[config.mk]
export PLATFORM = sky130hd
export DESIGN_NAME = synth_serial_function_latch
export DESIGN_NICKNAME = d
export VERILOG_FILES = /design/src/rtl/synth_serial_pkg.sv /design/src/rtl/pin_sync.sv /design/src/rtl/digital_lock_detect.sv /design/src/rtl/synth_serial_function_latch.sv
export SDC_FILE = /design/constraint.sdc
export NUM_CORES = 1
export LEC_CHECK = 0
export BUFFER_PORTS_ARGS = -buffer_cell sky130_fd_sc_hd__buf_2
export CAP_MARGIN = 25
export CORE_UTILIZATION = 55
export DETAILED_ROUTE_END_ITERATION = 7
export PLACE_DENSITY = 0.85
export SYNTH_ARGS = -nofsm -noshare
export SYNTH_HDL_FRONTEND = slang
export SYNTH_SLANG_ARGS = --single-unit
[constraint.sdc]
create_clock -name clock -period 5 [get_ports clock]
set_input_delay 1.25 -clock clock [delete_from_list [all_inputs] [get_ports clock]]
set_output_delay 1.25 -clock clock [all_outputs]
set_load 0.01 [all_outputs]
[src/rtl/synth_serial_pkg.sv]
// Constants, field layout and state types of the synthesizer serial front end
package synth_serial_pkg;

	// ------------------------------------------------------------
	// Serial word layout
	// ------------------------------------------------------------
	localparam int WORD_BITS = 21;
	localparam int FUNC_BITS = 18;
	localparam int REF_BITS = 19;
	localparam int REF_DIV_BITS = 14;
	localparam int FB_BITS = 19;
	localparam int CNT_BITS = 5;

	// Control bits sit in the two least significant positions
	localparam int DEST_LO_POS = 0;
	localparam int DEST_HI_POS = 1;
	localparam int PAYLOAD_POS = 2;

	localparam logic [1:0] DEST_REF = 2'h0;
	localparam logic [1:0] DEST_FEEDBACK = 2'h1;
	localparam logic [1:0] DEST_FUNCTION = 2'h2;
	localparam logic [1:0] DEST_INIT = 2'h3;

	// Reference word: precision bit is its top bit
	localparam int LOCK_PRECISION_POS = 18;

	// Function word field positions (bit 0 is the first function bit)
	localparam int COUNTER_RESET_POS = 0;
	localparam int POWERDOWN_LO_POS = 1;
	localparam int OUT_SEL_POS = 2;
	localparam int OUT_SEL_BITS = 3;
	localparam int DETECTOR_POL_POS = 5;
	localparam int PUMP_HIZ_POS = 6;
	localparam int FAST_SETTLE_EN_POS = 7;
	localparam int FAST_SETTLE_CTRL_POS = 8;
	localparam int TIMEOUT_EN_POS = 9;
	localparam int TIMEOUT_COUNT_POS = 10;
	localparam int TEST_SELECT_POS = 14;
	localparam int POWERDOWN_HI_POS = 17;

	// Output function codes
	localparam logic [2:0] OUT_SEL_DIGITAL_LOCK = 3'h1;
	localparam logic [2:0] OUT_SEL_ANALOG_LOCK = 3'h5;

	// ------------------------------------------------------------
	// Reset values
	// ------------------------------------------------------------
	localparam logic [WORD_BITS-1:0] SHIFT_RESET = 21'h000000;
	localparam logic [FUNC_BITS-1:0] FUNC_RESET = 18'h00000;
	localparam logic [REF_BITS-1:0] REF_RESET = 19'h00000;
	localparam logic [FB_BITS-1:0] FB_RESET = 19'h00000;

	// ------------------------------------------------------------
	// Lock detection thresholds
	// ------------------------------------------------------------
	localparam int ERR_BITS = 8;
	localparam logic [ERR_BITS-1:0] LOCK_WINDOW_NS = 8'h0f;
	localparam logic [ERR_BITS-1:0] UNLOCK_LIMIT_NS = 8'h1e;
	localparam logic [2:0] LOCK_CYCLES_COARSE = 3'h3;
	localparam logic [2:0] LOCK_CYCLES_FINE = 3'h5;

	typedef enum logic [1:0] {
		LOCK_HUNT = 2'b01,
		LOCK_HELD = 2'b10
	} lock_state_type;

endpackage

[src/rtl/pin_sync.sv]
// Two flip-flop synchroniser for a group of pin inputs
`timescale 1ns/1ps
`default_nettype none
module pin_sync #(
	parameter int WIDTH = 1
) (
	input wire logic clock,
	input wire logic rst_n,
	input wire logic [WIDTH-1:0] pinIn,
	output logic [WIDTH-1:0] pinSync
);

	logic [WIDTH-1:0] meta_ff;
	logic [WIDTH-1:0] sync_ff;
	logic [WIDTH-1:0] nxt_meta;
	logic [WIDTH-1:0] nxt_sync;

	// First stage feeds only the second stage
	always_comb begin
		nxt_meta = pinIn;
		nxt_sync = meta_ff;
	end

	always_ff @(posedge clock or negedge rst_n) begin
		if (!rst_n) begin
			meta_ff <= '0;
			sync_ff <= '0;
		end else begin
			meta_ff <= nxt_meta;
			sync_ff <= nxt_sync;
		end
	end

	assign pinSync = sync_ff;

endmodule
`default_nettype wire

[src/rtl/digital_lock_detect.sv]
// Digital lock detector counting quiet comparator cycles
`timescale 1ns/1ps
`default_nettype none
module digital_lock_detect
	import synth_serial_pkg::*;
(
	input wire logic clock,
	input wire logic rst_n,
	input wire logic compareTick,
	input wire logic [ERR_BITS-1:0] phaseErrorNs,
	input wire logic lockPrecisionBit,
	output logic lockIndicator
);

	lock_state_type state_ff;
	lock_state_type nxt_state;
	logic [2:0] quiet_ff;
	logic [2:0] nxt_quiet;
	logic [2:0] needCycles;
	logic quietCycle;
	logic loudCycle;

	// ------------------------------------------------------------
	// Cycle classification
	// ------------------------------------------------------------
	assign needCycles = lockPrecisionBit ? LOCK_CYCLES_FINE : LOCK_CYCLES_COARSE;
	assign quietCycle = phaseErrorNs < LOCK_WINDOW_NS;
	assign loudCycle = phaseErrorNs > UNLOCK_LIMIT_NS;

	// Errors between the two limits restart the count but keep lock
	always_comb begin
		nxt_state = state_ff;
		nxt_quiet = quiet_ff;
		if (compareTick) begin
			nxt_quiet = quietCycle ? ((quiet_ff == 3'h7) ? quiet_ff : quiet_ff + 3'h1) : 3'h0;
			case (state_ff)
				LOCK_HUNT: begin
					if (quietCycle && (quiet_ff + 3'h1 >= needCycles)) begin
						nxt_state = LOCK_HELD;
					end
				end
				LOCK_HELD: begin
					if (loudCycle) begin
						nxt_state = LOCK_HUNT;
					end
				end
				default: begin
					nxt_state = LOCK_HUNT;
				end
			endcase
		end
	end

	always_ff @(posedge clock or negedge rst_n) begin
		if (!rst_n) begin
			state_ff <= LOCK_HUNT;
			quiet_ff <= 3'h0;
		end else begin
			state_ff <= nxt_state;
			quiet_ff <= nxt_quiet;
		end
	end

	assign lockIndicator = (state_ff == LOCK_HELD);

endmodule
`default_nettype wire

[src/rtl/synth_serial_function_latch.sv]
// Serial programming front end and lock output of the synthesizer loop chip
`timescale 1ns/1ps
`default_nettype none

module synth_serial_function_latch
	import synth_serial_pkg::*;
(
	input wire logic clock,
	input wire logic rst_n,
	input wire logic serialClock,
	input wire logic serialData,
	input wire logic loadStrobe,
	input wire logic compareTick,
	input wire logic [ERR_BITS-1:0] phaseErrorNs,
	input wire logic pumpUp,
	input wire logic pumpDown,
	output logic [FUNC_BITS-1:0] functionControlWord,
	output logic [REF_DIV_BITS-1:0] refDivider,
	output logic lockPrecisionBit,
	output logic [FB_BITS-1:0] feedbackWord,
	output logic counterHold,
	output logic internalResetPulse,
	output logic powerdownBitLow,
	output logic powerdownBitHigh,
	output logic multifunctionLockOut,
	output logic multifunctionLockOutEn
);

	// ------------------------------------------------------------
	// Pin synchronisation and edge detection
	// ------------------------------------------------------------
	logic [2:0] pinSync;
	logic sclkPrev_ff;
	logic lePrev_ff;
	logic nxt_sclkPrev;
	logic nxt_lePrev;
	logic sclkRise;
	logic leRise;
	logic dataSync;

	// Link clock is slow enough for plain oversampling
	// Raw pins are never read past this point
	pin_sync #(
		.WIDTH(3)
	) pin_sync_inst (
		.clock(clock),
		.rst_n(rst_n),
		.pinIn({loadStrobe, serialData, serialClock}),
		.pinSync(pinSync)
	);

	// Data and clock share one synchroniser, so their skew is kept
	assign dataSync = pinSync[1];
	assign sclkRise = pinSync[0] & ~sclkPrev_ff;
	assign leRise = pinSync[2] & ~lePrev_ff;

	// Previous levels for edge detection
	always_comb begin
		nxt_sclkPrev = pinSync[0];
		nxt_lePrev = pinSync[2];
	end

	// Idle level of both pins is low, so no false edge after reset
	always_ff @(posedge clock or negedge rst_n) begin
		if (!rst_n) begin
			sclkPrev_ff <= 1'b0;
			lePrev_ff <= 1'b0;
		end else begin
			sclkPrev_ff <= nxt_sclkPrev;
			lePrev_ff <= nxt_lePrev;
		end
	end

	// ------------------------------------------------------------
	// Shift register
	// ------------------------------------------------------------
	// Holds the last word's worth of bits
	logic [WORD_BITS-1:0] shift_ff;
	logic [WORD_BITS-1:0] nxt_shift;

	// Bits enter at the bottom, so the first bit ends on top
	always_comb begin
		nxt_shift = shift_ff;
		if (sclkRise) begin
			nxt_shift = {shift_ff[WORD_BITS-2:0], dataSync};
		end
	end

	// Older bits fall off the top as new ones enter
	always_ff @(posedge clock or negedge rst_n) begin
		if (!rst_n) begin
			shift_ff <= SHIFT_RESET;
		end else begin
			shift_ff <= nxt_shift;
		end
	end

	// ------------------------------------------------------------
	// Latch transfer
	// ------------------------------------------------------------
	// Latched words and the sequencing flags
	logic [1:0] destCode;
	logic [REF_BITS-1:0] wordPayload;
	logic [FUNC_BITS-1:0] payload;
	logic loadRef;
	logic loadFeedback;
	logic loadFunction;
	logic loadInit;
	logic [FUNC_BITS-1:0] func_ff;
	logic [FUNC_BITS-1:0] nxt_func;
	logic [REF_BITS-1:0] ref_ff;
	logic [REF_BITS-1:0] nxt_ref;
	logic [FB_BITS-1:0] fb_ff;
	logic [FB_BITS-1:0] nxt_fb;
	logic initPending_ff;
	logic nxt_initPending;
	logic resetPulse_ff;
	logic nxt_resetPulse;
	logic holdCount_ff;
	logic nxt_holdCount;

	// Control bits are the last two shifted
	assign destCode = {shift_ff[DEST_HI_POS], shift_ff[DEST_LO_POS]};
	assign wordPayload = shift_ff[WORD_BITS-1:PAYLOAD_POS];
	// Top word bit is spare in function words, so it is cut off here
	assign payload = wordPayload[FUNC_BITS-1:0];

	// ------------------------------------------------------------
	// Destination decode
	// ------------------------------------------------------------
	// One strobe per latch, only in the cycle of the load edge
	always_comb begin
		loadRef = 1'b0;
		loadFeedback = 1'b0;
		loadFunction = 1'b0;
		loadInit = 1'b0;
		if (leRise) begin
			case (destCode)
				DEST_REF: begin
					loadRef = 1'b1;
				end
				DEST_FEEDBACK: begin
					loadFeedback = 1'b1;
				end
				DEST_FUNCTION: begin
					loadFunction = 1'b1;
				end
				DEST_INIT: begin
					loadInit = 1'b1;
				end
				default: begin
					loadRef = 1'b0;
				end
			endcase
		end
	end

	// Transfer once per load pulse; a long high level does not repeat it
	always_comb begin
		nxt_func = func_ff;
		nxt_ref = ref_ff;
		nxt_fb = fb_ff;
		nxt_initPending = initPending_ff;
		nxt_resetPulse = 1'b0;
		if (loadRef) begin
			nxt_ref = wordPayload;
		end
		if (loadFeedback) begin
			nxt_fb = wordPayload;
			nxt_initPending = 1'b0;
		end
		// Both control codes write the one shared register
		if (loadFunction || loadInit) begin
			nxt_func = payload;
		end
		// Only the initialisation code adds the reset pulse and the hold
		if (loadInit) begin
			nxt_resetPulse = 1'b1;
			nxt_initPending = 1'b1;
		end
	end

	// Counters sit at load point from init load until feedback word lands
	always_comb begin
		nxt_holdCount = nxt_func[COUNTER_RESET_POS] | nxt_initPending;
	end

	// All latches clear to zero, so the pin is driven low after reset
	always_ff @(posedge clock or negedge rst_n) begin
		if (!rst_n) begin
			func_ff <= FUNC_RESET;
			ref_ff <= REF_RESET;
			fb_ff <= FB_RESET;
			initPending_ff <= 1'b0;
			resetPulse_ff <= 1'b0;
			holdCount_ff <= 1'b0;
		end else begin
			func_ff <= nxt_func;
			ref_ff <= nxt_ref;
			fb_ff <= nxt_fb;
			initPending_ff <= nxt_initPending;
			resetPulse_ff <= nxt_resetPulse;
			holdCount_ff <= nxt_holdCount;
		end
	end

	// ------------------------------------------------------------
	// Lock detection
	// ------------------------------------------------------------
	// Lock pin state
	logic digitalLock;
	logic [OUT_SEL_BITS-1:0] outSelect;
	logic lockOut_ff;
	logic nxt_lockOut;
	logic lockOutEn_ff;
	logic nxt_lockOutEn;
	logic pumpActive;

	// Precision follows the top bit of the last reference word
	digital_lock_detect digital_lock_detect_inst (
		.clock(clock),
		.rst_n(rst_n),
		.compareTick(compareTick),
		.phaseErrorNs(phaseErrorNs),
		.lockPrecisionBit(ref_ff[LOCK_PRECISION_POS]),
		.lockIndicator(digitalLock)
	);

	// Output function field and pump activity
	assign outSelect = func_ff[OUT_SEL_POS +: OUT_SEL_BITS];
	assign pumpActive = pumpUp | pumpDown;

	// Analog mode shows pump activity: short pulses when locked, long when not
	always_comb begin
		nxt_lockOut = 1'b0;
		nxt_lockOutEn = 1'b1;
		case (outSelect)
			OUT_SEL_DIGITAL_LOCK: begin
				nxt_lockOut = digitalLock;
				nxt_lockOutEn = 1'b1;
			end
			OUT_SEL_ANALOG_LOCK: begin
				nxt_lockOut = 1'b0;
				nxt_lockOutEn = pumpActive;
			end
			default: begin
				nxt_lockOut = 1'b0;
				nxt_lockOutEn = 1'b1;
			end
		endcase
	end

	// Register only, so the pin never glitches between modes
	always_ff @(posedge clock or negedge rst_n) begin
		if (!rst_n) begin
			lockOut_ff <= 1'b0;
			lockOutEn_ff <= 1'b1;
		end else begin
			lockOut_ff <= nxt_lockOut;
			lockOutEn_ff <= nxt_lockOutEn;
		end
	end

	// ------------------------------------------------------------
	// Outputs, all straight from flip-flops
	// ------------------------------------------------------------
	// Latched words
	assign functionControlWord = func_ff;
	assign refDivider = ref_ff[REF_DIV_BITS-1:0];
	assign lockPrecisionBit = ref_ff[LOCK_PRECISION_POS];
	assign feedbackWord = fb_ff;

	// Counter control and lock pin
	assign counterHold = holdCount_ff;
	assign internalResetPulse = resetPulse_ff;
	assign powerdownBitLow = func_ff[POWERDOWN_LO_POS];
	assign powerdownBitHigh = func_ff[POWERDOWN_HI_POS];
	assign multifunctionLockOut = lockOut_ff;
	assign multifunctionLockOutEn = lockOutEn_ff;

endmodule
`default_nettype wire

Word level (Yosys, flattened, before mapping):

Index checks and enable logic that the tools add are counted.

* flip-flop bits (word level): 95
* word-level logic and storage cells: 62
* input bits: 16

* reduce and logical (&&, ||, !) cells: 5
* add/subtract/negate cells: 1
* bitwise gates (word level): 6
* order comparisons: 3
* mux-type cells: 20
* eq/ne operators: 11

Operators with widths (number)
* 1-bit two-way mux: 14
* 3-bit two-way mux: 3
* 8-bit by 5-bit > comparator with 1-bit output (second input constant): 1
* 8-bit by 4-bit less-than comparator with 1-bit output (second input constant): 1
* 2-bit == test (second input constant): 3
* 3-bit == test (second input constant): 2
* 2-bit by 1-bit == test with 1-bit output (second input constant): 2
* 2-bit two-way mux: 2
* 2-bit by 1-bit inequality test with 1-bit output (second input constant): 2
* 2-bit case mux with 2 select lines: 1
* 3-bit by 1-bit adder with 3-bit output (second input constant): 1
* 3-bit by 1-bit == test with 1-bit output (second input constant): 1
* 3-bit >= comparator: 1
* 3-bit AND reduction: 1
* 1-bit AND: 2
* 2-bit logical NOT: 1
* 2-bit inequality test (second input constant): 1
* 1-bit NOT: 2
* 1-bit bitwise OR: 2
* 2-bit AND reduction: 1
* 1-bit logical AND: 1
* 1-bit logical OR: 1

Longest topological paths before layout:

* depth after elaboration: 6
* gate-level depth with buffers: 6
* mapped depth without buffers: 6

Hierarchy:

From an unflattened synthesis, not the netlist that was laid out.

* cells, all modules: 212
* area total of the unflattened synthesis: 3478.3 um^2

By module, submodules not included
* synth_serial_function_latch: sequential area each 2003.2 um^2, cells each 177, times used 1, area each 2999.1 um^2
* digital_lock_detect: sequential area each 126.4 um^2, cells each 29, times used 1, area each 329.1 um^2
* pin_sync: sequential area each 150.1 um^2, cells each 6, times used 1, area each 150.1 um^2

Least setup slack after synthesis:

No wires, ideal clock.

* path type: input to register
* start point: input port phaseErrorNs[4]
* end point: register digital_lock_detect_inst.quiet_ff[0]
* data arrival time: 2076 ps
* cell stages on the path: 4
* setup slack: 2858 ps
* data required time: 4935 ps
* path through: nor4_1 -> nand2_1 -> nor3_1 -> mux2_2

* cells in the longest elaborated chain, start to end: 3

RTL lines
* from (decl): RTL line synth_serial_function_latch.sv:14 `input wire logic [ERR_BITS-1:0] phaseErrorNs,`
* 8-bit by 4-bit less-than comparator with 1-bit output *: RTL line digital_lock_detect.sv:27 `assign quietCycle = phaseErrorNs < LOCK_WINDOW_NS;`
* 2-bit inequality test (no line)
* 2-bit AND reduction (no line)
* to (signal assigned): RTL line digital_lock_detect.sv:60 `quiet_ff <= nxt_quiet;`
* to (decl): RTL line digital_lock_detect.sv:17 `logic [2:0] quiet_ff;`

Mark *: on every way between the ends. The rest lies on a longest branch, timed or not.
A chain may end at the register's enable or synchronous reset.

Worst setup path in the final report:

* start point: register lockOutEn_ff (netlist: multifunctionLockOutEn)
* end point: output port multifunctionLockOutEn

RTL lines
* from (decl): RTL line synth_serial_function_latch.sv:215 `logic lockOutEn_ff;`
* from (signal assigned): RTL line synth_serial_function_latch.sv:260 `lockOutEn_ff <= nxt_lockOutEn;`
* to (decl): RTL line synth_serial_function_latch.sv:26 `output logic multifunctionLockOutEn`

No word-level cell between the ends.

==> results.txt <==
The antenna diode count is 0. The data required time of the critical path is about 3.8 ns. The total global routing overflow is 0. The buffering stage count on the worst path with inverters included is 1.

The warning count from the yosys run came out at 0. The per-instance average area after synthesis came out at between 15 and 20 um2. The nature of the critical path startpoint is a flop. Entering global routing, the biggest net connects 51 pins. The actual transition at the worst max-transition pin came out at 0.927 ns.

For the worst setup path, the data arrival time is about 0.98 ns. After synthesis, the share of flip-flops with an asynchronous set or reset is 1.00. The total power of the final layout is 2.00 mW. The clock slew at the register clock pins of the worst setup and hold paths came out at 0.08 ns.

The number of enable-type register cells in the synthesized netlist is 0. VDD sags by at most 0.319 mV. Dividing the detail-routed wire length by the instance count gives around 16 um. The slowest library cell on the worst path is dfstp_2. The TritonCTS buffer count is 9. The root buffer cell chosen for the clock tree is clkbuf_8. The buffer count from post-CTS setup fixing is 0. The top-level port count is between 70 and 80.

The buffer levels on the longest clock path came out at 2. The overall fraction of global-route tracks in use is 0.202. In the synthesized netlist the dominant register cell turns out to be dfrtp_1. The number of pins with negative max-slew slack in the final report came to 0. The number of port buffers came out at between 70 and 80. The number of instances in the placed design came out at roughly 360. The minimum clock period is approximately 2.2 ns. The clock sink count came out at between 90 and 100. The area of the die came out at ~6700 um2. The TritonCTS clock tree is done.

Setup violations remaining at the end of the flow were counted as 0. The leakage power summed over all cells is between 2 and 2.5 nW. In this run the worst hold path is classified as reg -> reg. The hold violation total from the final report is 0. Excluding fillers, the count of instances in the completed layout stands at 374.

The flow ran to the end, and the final reports show no timing, DRC or antenna violations. The synthesis-to-layout area growth came out at 17.8%. In this design, the stage delay of the slowest critical-path cell is approximately 0.52 ns. The area of the core is roughly 6000 um2. The share of the cycle needed by the critical path after routing came out at 0.445. The first-pass GRT wire length is between 9000 and 10000 um. The row count is 28. The signal on the critical path passes through buf_2. The setup TNS came out at 0 ns. The share of layout cells above drive strength 1 is 0.572. The weighted congestion at the end of routability-driven global placement is between 0.7 and 0.8. The fmax is between 0.4 and 0.5 GHz. The total number of vias is ~2.0k. The count of routing violations after the opening detailed-route iteration came out at 63.

Summing every instance area after synthesis gives 3510 um2. Setup repair after global routing left no endpoint under its margin. The number of cells upsized or downsized after cts is 0. The tightest slew margin relative to the limit came out at 0.380. The width of the chip is just over 80 um. Synthesis instantiated 30 different standard cells from the library. The register bit count reported by yosys came out at just over 90. The post-route DRC violation count is 0.

The worst setup path is captured at an output port. The overall routed net length is just over 6000 um. The initial antenna violation count is 0. The setup skew after layout came out at ~0.013 ns. When the netlist entered floorplanning its net count stood at about 240. The post-route antenna net violation count came out at 0.

The initial utilization of the core area, before any placement, comes to 0.583. The number of hold buffers added after CTS was 0. After legalization and detailed placement, the total HPWL measured 4110 um. In this run the power density over the cells is 483 nW/um2. The number of H-tree levels is 3. The number of iterations in the first detailed-routing pass is 4. Leaving out fill and tap cells, the most frequent cell in the layout is dfrtp_1.

The sequential element share of the synthesized area is 0.649. In this run the worst path has a maximum fanout of 1. The number of vias per cell came out at 5.37. Leaving out fill and tap cells, the most frequent cells in the layout are dfrtp_1 (89), buf_2 (72), mux2_2 (62), clkbuf_8 (12), mux2_4 (10). The die boundary height came out at 81.9 um.

The number of global-route vias before repair is ~2.1k. By startpoint and endpoint, the worst setup path is classified as reg -> out. The max-cap violation count came out at 0. The latest clock arrival within the worst-skew pair is 0.34 ns. The kind of cell adding the most delay to the critical path is flip-flops. The gate count after technology mapping is ~220. The number of nets in the layout is 314.
## final timing paths
| kind | from | to | slack [ns] | depth (start not counted) |
|---|---|---|---|---|
| worst min register to register | pin_sync_inst.meta_ff[2]$_DFF_PN0_ | pin_sync_inst.pinSync[2]$_DFF_PN0_ | 0.35 | 0 |
| worst max-delay path | multifunctionLockOutEn$_DFF_PN1_ | multifunctionLockOutEn | 2.77 | 1 |
| worst max register to register | pin_sync_inst.pinSync[2]$_DFF_PN0_ | counterHold$_DFF_PN0_ | 3.00 | 4 |
| min in group asynchronous | rst_n | counterHold$_DFF_PN0_ | 0.89 | 1 |
| worst min-delay path | pin_sync_inst.meta_ff[2]$_DFF_PN0_ | pin_sync_inst.pinSync[2]$_DFF_PN0_ | 0.35 | 0 |
| max in group asynchronous | rst_n | digital_lock_detect_inst.state_ff[0]$_DFFE_PN1P_ | 3.43 | 2 |
## logic make-up after synthesis
| logic type | count (synthesis) | share of synthesized area |
|---|---|---|
| mux | 72 | 0.241 |
| buf+inv | 14 | 0.0310 |
| compound gates | 9 | 0.0185 |
| fa+ha+maj | 4 | 0.0142 |
| simple gates | 26 | 0.0459 |
| flops | 91 | 0.649 |
## flip-flops by register name, indices dropped and copies added, names as in the netlist
| name | flops |
|---|---|
| pin_sync_inst.meta_ff | 3 |
| initPending_ff | 1 |
| functionControlWord | 18 |
| feedbackWord | 19 |
| ref_ff | 15 |
| digital_lock_detect_inst.state_ff | 2 |
| digital_lock_detect_inst.quiet_ff | 3 |
| multifunctionLockOutEn | 1 |
| internalResetPulse | 1 |
| lePrev_ff | 1 |
| pin_sync_inst.pinSync | 3 |
| counterHold | 1 |
| sclkPrev_ff | 1 |
| shift_ff | 21 |
| multifunctionLockOut | 1 |
## cells in the mapped netlist (2+ instances only)
library cell	number	share of area
nor2b_1	2	0.0036
dfrtp_1	89	0.63
mux2_2	62	0.20
mux2_4	10	0.043
nand2b_1	2	0.0036
nand2_1	7	0.0075
dfstp_2	2	0.015
nor3_1	4	0.0057
buf_6	4	0.013
inv_1	4	0.0043
nor2_1	2	0.0021
buf_2	2	0.0028
buf_4	2	0.0043
ha_1	4	0.014
a22o_1	2	0.0050
nor4_1	2	0.0036
o21ai_0	3	0.0043
## stage by stage
stage          setup slack [ns]  instance area (um2)  hold slack (ns)  utilization
2_1_floorplan              2.86                 3510            0.331            -
5_1_grt                    2.72                 4140            0.362        0.687
3_3_place_gp               2.68                 3900            0.332        0.647
6_report                   2.77                 4140            0.352        0.687
4_1_cts                    2.76                 4120            0.354        0.684
3_5_place_dp               2.58                 3930            0.335        0.652
## routing by layer
layer	global-route usage	wire (um)	vias up
met1	0.262	2680	1045
met4	0.0877	54	0
li1	-	-	916
met2	0.329	3130	41
met3	0.0422	192	7
met5	0	0	-
## area by class of cell
class | instances | area [um2]
clock buffer | 12 | 165
clock inverter | 4 | 30.0
tap | 75 | 93.8
fill | 444 | 1890
inverter | 5 | 18.8
timing repair buffer | 76 | 418
sequential | 91 | 2280
multi-input combinational | 111 | 1130
## power breakdown
part | switching [mW] | total, mW | internal (mW)
clock network | 0.247 | 0.472 | 0.224
registers | 0.137 | 1.06 | 0.927
logic | 0.205 | 0.465 | 0.260
(Power assumes the default switching activity.)
